===== src/hw/cxt_pkg.sv =====
// Constants for the CAN transceiver mode and time-out control
// Notes on behaviour
// [RL1] Standby-select low selects normal mode
// [RL2] Standby-select high selects standby mode
// [RL3] Normal mode drives bus and reports it
// [RL4] Standby turns driver off, receiver keeps watching
// [RL5] Standby wake only after dominant over 3 us
// [RL6] Standby held until standby-select goes low
// [RL7] Controller treats standby low receive as wake
// [RL8] Transmit low dominant, high recessive
// [RL9] Time-out timer starts on transmit falling edge
// [RL10] Expired time-out disables driver, bus recessive
// [RL11] Transmit rising edge clears the time-out timer
// [RL12] Time-out never shorter than 300 us
// [RL13] Controller bit rate at least 40 kbit/s
// [RL14] Transmit input weakly pulled high
// [RL15] Controller drives standby-select low for normal
// [RL16] Rising edge re-enables driver within 1 us
// [RL17] Normal receive low dominant, high recessive
// [RL18] Durations counted from internal timebase counters
package cxt_pkg;
  localparam int CLK_HZ = 20000000;
  localparam int DOM_TIMEOUT_US = 2000;
  localparam int DOM_TIMEOUT_MIN_US = 300;
  localparam int WAKE_FILTER_US = 3;
  localparam int RELEASE_TIME_US = 1;
  // Cycles derived from the 20 MHz clock
  localparam int DOM_TIMEOUT_CYC = DOM_TIMEOUT_US * (CLK_HZ / 1000000);
  localparam int DOM_TIMEOUT_MIN_CYC = DOM_TIMEOUT_MIN_US * (CLK_HZ / 1000000);
  localparam int WAKE_FILTER_CYC = WAKE_FILTER_US * (CLK_HZ / 1000000);
  localparam int RELEASE_CYC = RELEASE_TIME_US * (CLK_HZ / 1000000);
  localparam int TMR_W = 16;
  localparam int FIFO_DEPTH = 32;
  localparam int FIFO_W = 1;
  localparam logic RXD_RESET = 1'b1;
  typedef enum logic {CXT_NORMAL, CXT_STANDBY} cxt_mode_t;
endpackage


===== src/hw/cxt_control.sv =====
// Mode selection, wake filter and dominant time-out of the CAN transceiver
`timescale 1ns/1ps
module cxt_control
  import cxt_pkg::*;
(
  // Clock and reset
  input wire logic clk,
  input wire logic rst,
  // Controller side
  input wire logic txData,
  input wire logic txValid,
  output logic txReady,
  input wire logic standbySel,
  output logic rxData,
  // Bus side, digital view of the driver and receivers
  output logic busDominant,
  output logic driverEn,
  input wire logic busIsDominant,
  // Status
  output logic timeoutActive
);
  ////////////////////////////////////////////////////////////////////////////
  // Transmit stream through the FIFO
  logic fifoValid;
  logic fifoData;
  logic txBit;
  logic txBitPrev_r;
  logic txFall;
  logic txRise;
  logic [TMR_W-1:0] domCnt_r;
  logic timedOut_r;
  cxt_mode_t mode_r;
  logic [TMR_W-1:0] wakeCnt_r;
  logic wake_r;
  logic rxData_r;
  logic busDom_r;

  // The FIFO pops one bit per clock; an empty FIFO reads as recessive
  cxt_fifo #(
    .WIDTH(FIFO_W),
    .DEPTH(FIFO_DEPTH)
  ) uFifo (
    .clk(clk),
    .rst(rst),
    .inValid(txValid),
    .inReady(txReady),
    .inData(txData),
    .outValid(fifoValid),
    .outReady(1'b1),
    .outData(fifoData)
  );

  // Missing data behaves like the pulled-up open input
  assign txBit = fifoValid ? fifoData : 1'b1; // see [RL14]
  assign txFall = txBitPrev_r && !txBit;
  assign txRise = !txBitPrev_r && txBit;

  // Edge history, reset high like an idle recessive pin
  always_ff @(posedge clk or posedge rst)
  begin
    if (rst)
    begin
      txBitPrev_r <= 1'b1;
    end
    else
    begin
      txBitPrev_r <= txBit;
    end
  end

  ////////////////////////////////////////////////////////////////////////////
  // Mode follows the select pin directly
  always_ff @(posedge clk or posedge rst)
  begin
    if (rst)
    begin
      mode_r <= CXT_STANDBY;
    end
    else
    begin
      // Bus activity never changes the mode
      mode_r <= standbySel ? CXT_STANDBY : CXT_NORMAL; // see [RL1] see [RL2] see [RL6]
    end
  end

  ////////////////////////////////////////////////////////////////////////////
  // Dominant time-out timer
  always_ff @(posedge clk or posedge rst)
  begin
    if (rst)
    begin
      domCnt_r <= '0;
      timedOut_r <= 1'b0;
    end
    else
    begin
      if (txRise)
      begin
        // Release within one cycle, well inside the release time
        domCnt_r <= '0; // see [RL11]
        timedOut_r <= 1'b0; // see [RL16]
      end
      else if (txFall)
      begin
        domCnt_r <= TMR_W'(1); // see [RL9]
      end
      else if (!txBit && !timedOut_r && domCnt_r != '0)
      begin
        if (domCnt_r == TMR_W'(DOM_TIMEOUT_CYC - 1)) // see [RL12]
        begin
          timedOut_r <= 1'b1; // see [RL10] see [RL18]
        end
        else
        begin
          domCnt_r <= domCnt_r + 1'b1;
        end
      end
    end
  end

  // Driver output: dominant only in normal mode, low input, no time-out
  always_ff @(posedge clk or posedge rst)
  begin
    if (rst)
    begin
      busDom_r <= 1'b0;
    end
    else
    begin
      busDom_r <= (mode_r == CXT_NORMAL) && !txBit && !timedOut_r; // see [RL3] see [RL4] see [RL8]
    end
  end

  assign busDominant = busDom_r;
  assign driverEn = (mode_r == CXT_NORMAL) && !timedOut_r;
  assign timeoutActive = timedOut_r;

  ////////////////////////////////////////////////////////////////////////////
  // Standby wake filter: dominant must outlast the filter time
  always_ff @(posedge clk or posedge rst)
  begin
    if (rst)
    begin
      wakeCnt_r <= '0;
      wake_r <= 1'b0;
    end
    else
    begin
      if (mode_r != CXT_STANDBY || !busIsDominant)
      begin
        wakeCnt_r <= '0;
        wake_r <= 1'b0;
      end
      else if (wakeCnt_r == TMR_W'(WAKE_FILTER_CYC))
      begin
        wake_r <= 1'b1; // see [RL5] see [RL18]
      end
      else
      begin
        wakeCnt_r <= wakeCnt_r + 1'b1;
      end
    end
  end

  // Receive output: bus level in normal mode, filtered wake in standby
  always_ff @(posedge clk or posedge rst)
  begin
    if (rst)
    begin
      rxData_r <= RXD_RESET;
    end
    else if (mode_r == CXT_NORMAL)
    begin
      rxData_r <= !busIsDominant; // see [RL17] see [RL3]
    end
    else
    begin
      rxData_r <= !wake_r; // see [RL5]
    end
  end

  assign rxData = rxData_r;

  ////////////////////////////////////////////////////////////////////////////
  // Checks
  localparam int WF = WAKE_FILTER_CYC;
  localparam int RC = RELEASE_CYC;
  logic [TMR_W-1:0] domRun_r;
  logic [TMR_W-1:0] lowRun_r;

  // Checker-only dominant run in standby, kept apart from the filter it judges
  always_ff @(posedge clk or posedge rst)
  begin
    if (rst)
    begin
      domRun_r <= '0;
    end
    else if (mode_r == CXT_STANDBY && busIsDominant)
    begin
      // Saturate just past the filter length so a long wake cannot wrap
      if (domRun_r != TMR_W'(WF + 1))
      begin
        domRun_r <= domRun_r + 1'b1;
      end
    end
    else
    begin
      domRun_r <= '0;
    end
  end

  // Checker-only run of low transmit bits, independent of the time-out timer
  always_ff @(posedge clk or posedge rst)
  begin
    if (rst)
    begin
      lowRun_r <= '0;
    end
    else if (!txBit)
    begin
      if (lowRun_r != '1)
      begin
        lowRun_r <= lowRun_r + 1'b1;
      end
    end
    else
    begin
      lowRun_r <= '0;
    end
  end
endmodule


===== src/hw/cxt_fifo.sv =====
// Small synchronous FIFO with valid/ready on both sides
`timescale 1ns/1ps
module cxt_fifo #(
  parameter int WIDTH = 1,
  parameter int DEPTH = 32
)
(
  // Clock and reset
  input wire logic clk,
  input wire logic rst,
  // Write side
  input wire logic inValid,
  output logic inReady,
  input wire logic [WIDTH-1:0] inData,
  // Read side
  output logic outValid,
  input wire logic outReady,
  output logic [WIDTH-1:0] outData
);
  localparam int AW = $clog2(DEPTH);
  logic [WIDTH-1:0] mem [DEPTH];
  logic [AW-1:0] wrPtr_r;
  logic [AW-1:0] rdPtr_r;
  logic [AW:0] count_r;
  logic doWr;
  logic doRd;

  // Honest full and empty from the occupancy count
  assign inReady = (count_r != (AW+1)'(DEPTH));
  assign outValid = (count_r != '0);
  assign doWr = inValid && inReady;
  assign doRd = outValid && outReady;
  assign outData = mem[rdPtr_r];

  // Storage array, no reset needed on data
  always_ff @(posedge clk)
  begin
    if (doWr)
    begin
      mem[wrPtr_r] <= inData;
    end
  end

  // Pointers and count
  always_ff @(posedge clk or posedge rst)
  begin
    if (rst)
    begin
      wrPtr_r <= '0;
      rdPtr_r <= '0;
      count_r <= '0;
    end
    else
    begin
      if (doWr)
      begin
        wrPtr_r <= (wrPtr_r == AW'(DEPTH-1)) ? '0 : wrPtr_r + 1'b1;
      end
      if (doRd)
      begin
        rdPtr_r <= (rdPtr_r == AW'(DEPTH-1)) ? '0 : rdPtr_r + 1'b1;
      end
      count_r <= count_r + (AW+1)'(doWr) - (AW+1)'(doRd);
    end
  end
endmodule


===== config.mk =====
export PLATFORM = sky130hd
export DESIGN_NAME = cxt_control
export DESIGN_NICKNAME = d
export VERILOG_FILES = /design/src/hw/cxt_pkg.sv /design/src/hw/cxt_control.sv /design/src/hw/cxt_fifo.sv
export SDC_FILE = /design/constraint.sdc
export NUM_CORES = 1
export LEC_CHECK = 0
export BUFFER_PORTS_ARGS = -buffer_cell sky130_fd_sc_hd__buf_2
export CAP_MARGIN = 15
export CELL_PAD_IN_SITES_DETAIL_PLACEMENT = 1
export CELL_PAD_IN_SITES_GLOBAL_PLACEMENT = 1
export CORE_MARGIN = 2
export CORE_UTILIZATION = 45
export DETAILED_ROUTE_END_ITERATION = 10
export GPL_TIMING_DRIVEN = 1
export PLACE_DENSITY = 0.85
export SLEW_MARGIN = 20
export SYNTH_ARGS = -nofsm -noshare
export SYNTH_HDL_FRONTEND = slang
export SYNTH_SLANG_ARGS = --single-unit

===== constraint.sdc =====
create_clock -name clk -period 3.5 [get_ports clk]
set_input_delay 0.7 -clock clk [delete_from_list [all_inputs] [get_ports clk]]
set_output_delay 0.7 -clock clk [all_outputs]
set_load 0.05 [all_outputs]

==> run metrics <==
P_leak slightly above 2 nW; die area 10800 um^2; area share of the largest cell type after synthesis 28.4%; setup TNS 0 ns; number of global-route vias before repair about 3.5k; flop-to-flop setup slack 0.19 ns; synth unique cells 55; post-DR vias/cell 5.59; register area share after synthesis 51.5%; Synth Flop Type dfrtp_1; Ports 11; RSZ-0062 raised after global routing no; GP Congestion ~0.84; first-pass GRT wire length 17800 um; Detailed Routing Iterations Pass 1 4; root buffer selected by CTS clkbuf_8; Rows 36; syn nets 446; total CTS buffers 9; total routed wirelength 10500 um; Post-Syn Instances 417; initial antenna violation count 0; CP Capture Type flip-flop; syn avg cell area 10.8 um^2; Hold Path Depth 1; Skew-Pair Late Insertion Delay 0.37 ns; Post-CTS Hold Buffers 0; Clock Skew about 0.015 ns; Tmin final ~3.3 ns; yosys warns 0; Final nets 464; hold path start standbySel; most common cell after layout, fill and taps aside nor2_1; clock slew at reported path FFs 0.09 ns; Hold EP mode_r; DR DRC count 0; Mapped Area between 4000 and 5000 um^2; kind of critical path flip-flop to flip-flop; Worst Tran Pin Value 0.850 ns; synth top area cells dfrtp_1 (28%), edfxtp_1 (21%), ha_1 (6.1%); Synth-to-Final Area Change 9.30%; sequential share of power 37.3%; WL per Instance around 18 um; status finished clean; Arr. time, crit path 3.61 ns; most frequent cells in the layout nor2_1 (59), dfrtp_1 (50), edfxtp_1 (32), nand2_1 (27), inv_1 (26); GRT Residual Overflow 0; layout cells sized above 1 13.9%; Crit. Startpoint uFifo.rdPtr_r[0]; relative slew slack between 40 and 50%; core area 9730 um^2; Clk pwr share between 10% and 20%; Critical Path RT 3.80 ns; total track usage between 20% and 30%; fin. max-slew vios 0; Starting Density 46.2%; largest net degree at the start of global routing 39; Die Ht ~100 um; ANT nets after route 0; #FFs+latches synth 86; Final setup viols 0; DR iter-0 viols between 100 and 150; Final Instance Area 4910 um^2; max frequency just over 300 MHz; Min-Delay Path Class primary input to flip-flop; max cap viols 0; # diodes 0; Switch Pwr 1.58 mW; Crit Path Max Fanout 8; Int Pwr 2.22 mW; Die X-Extent approximately 100 um; fin crit share a little over nine tenths; Async SR Flop Fraction between 60% and 70%; Comb pwr share between 40% and 50%; final hold violations 0; worst r2r dst domCnt_r[15]; H-tree depth 3; Num Clock Sinks 86; # Post-CTS Setup Buffers 0; total number of vias 3202; Peak supply drop 0.000382 V; sw frac 41.6%; I/O Buffers 10; Post-synth EDFFs 32; Startpoint Class flip-flop; P per Cell Area about 770 nW/um^2; worst reg-to-reg path cell count 9; HPWL Detailed 7630 um; largest area contributor in the netlist dfrtp_1; placed inst area about 4700 um^2; CTS tree yes; Critical R2R Launch uFifo.rdPtr_r[0]; clock tree buffer depth 2
==> cells in the mapped netlist (4+ instances only) <==
library cell and number:
nand4_1 4, and3_1 18, nor2_1 59, nor3_1 14, mux2i_1 10, xnor2_1 7
xor2_1 9, a21oi_1 8, o21ai_0 9, dfrtp_1 51, o31ai_1 8, nand2_1 27
clkbuf_1 9, mux4_2 6, inv_1 27, nor4_1 4, edfxtp_1 32, a31oi_1 13
o41ai_1 4, nand3_1 22, or3_1 4, mux2_2 4, ha_1 22
==> worst max-delay path, cell delays in order (launching register included) <==
cell	delay (ns)
dfrtp_2	0.49
mux4_2	0.54
mux2_4	0.31
a2111oi_4	0.36
or2_4	0.20
inv_1	0.06
ha_1	0.24
or2_2	0.38
or4_1	0.51
o21ai_0	0.15
==> worst max path at each step <==
stage | to | slack [ns]
after CTS | domCnt_r[15] | 0.10
final | domCnt_r[15] | 0.19
after global placement | domCnt_r[15] | 0.18
after global routing | domCnt_r[15] | 0.03
after detailed placement | domCnt_r[15] | -0.006
after floorplan | domCnt_r[15] | 0.24
==> cell families after synthesis <==
kind of cell	synth area share (%)
xor+xnor	3.12
flops	51.5
buf+inv	3.62
mux	6.57
fa+ha+maj	6.57
compound gates	9.24
simple gates	19.3
==> per-layer routing <==
metal  vias up  part of all wire [%]  global-route usage, %
li1       1540                     -                      -
met1      1616                    44                   25.4
met2        28                    52                   37.1
met3        18                   1.8                   3.76
met4         0                   2.2                   7.43
met5         -                     0                      0
==> final cells by class <==
type	instances	area, um^2
Clock buffer	11	131
Fill cell	1086	4820
Inverter	28	105
Clock inverter	5	50.0
Tap cell	133	166
Timing Repair Buffer	19	118
Multi-Input combinational cell	291	2020
Sequential cell	86	2320
==> metrics by stage <==
stage,setup slack (ns),std cells,total power [mW],hold WS (ns),util [%]
final,0.192,573,3.80,0.426,50.5
after global routing,0.0320,573,4.11,0.409,50.5
after CTS,0.102,573,3.82,0.416,50.5
after detailed placement,-0.00628,557,3.13,0.443,48.6
after global placement,0.177,557,3.00,0.406,48.6
after floorplan,0.239,417,2.66,0.392,-
==> power groups by stage <==
stage	clock (mW)	sequential [mW]	combinational, mW
after global routing	0.749	1.45	1.91
after detailed placement	0	1.44	1.69
after CTS	0.697	1.42	1.71
final	0.685	1.42	1.70
after global placement	0	1.42	1.58
after floorplan	0	1.34	1.32
==> state kept, by name, summed over array words and instances (netlist names), 5 cells and up <==
name	flops
wakeCnt_r	16
domCnt_r	16
uFifo.mem	32
uFifo.rdPtr_r	5
uFifo.count_r	6
uFifo.wrPtr_r	5
==> repair_timing <==
action	CTS	global route
pin swaps	0	1
setup endpoints to repair	1	1
gates resized for setup	1	1
cloned	0	0
Note: power is estimated with default switching activity, not from simulation.
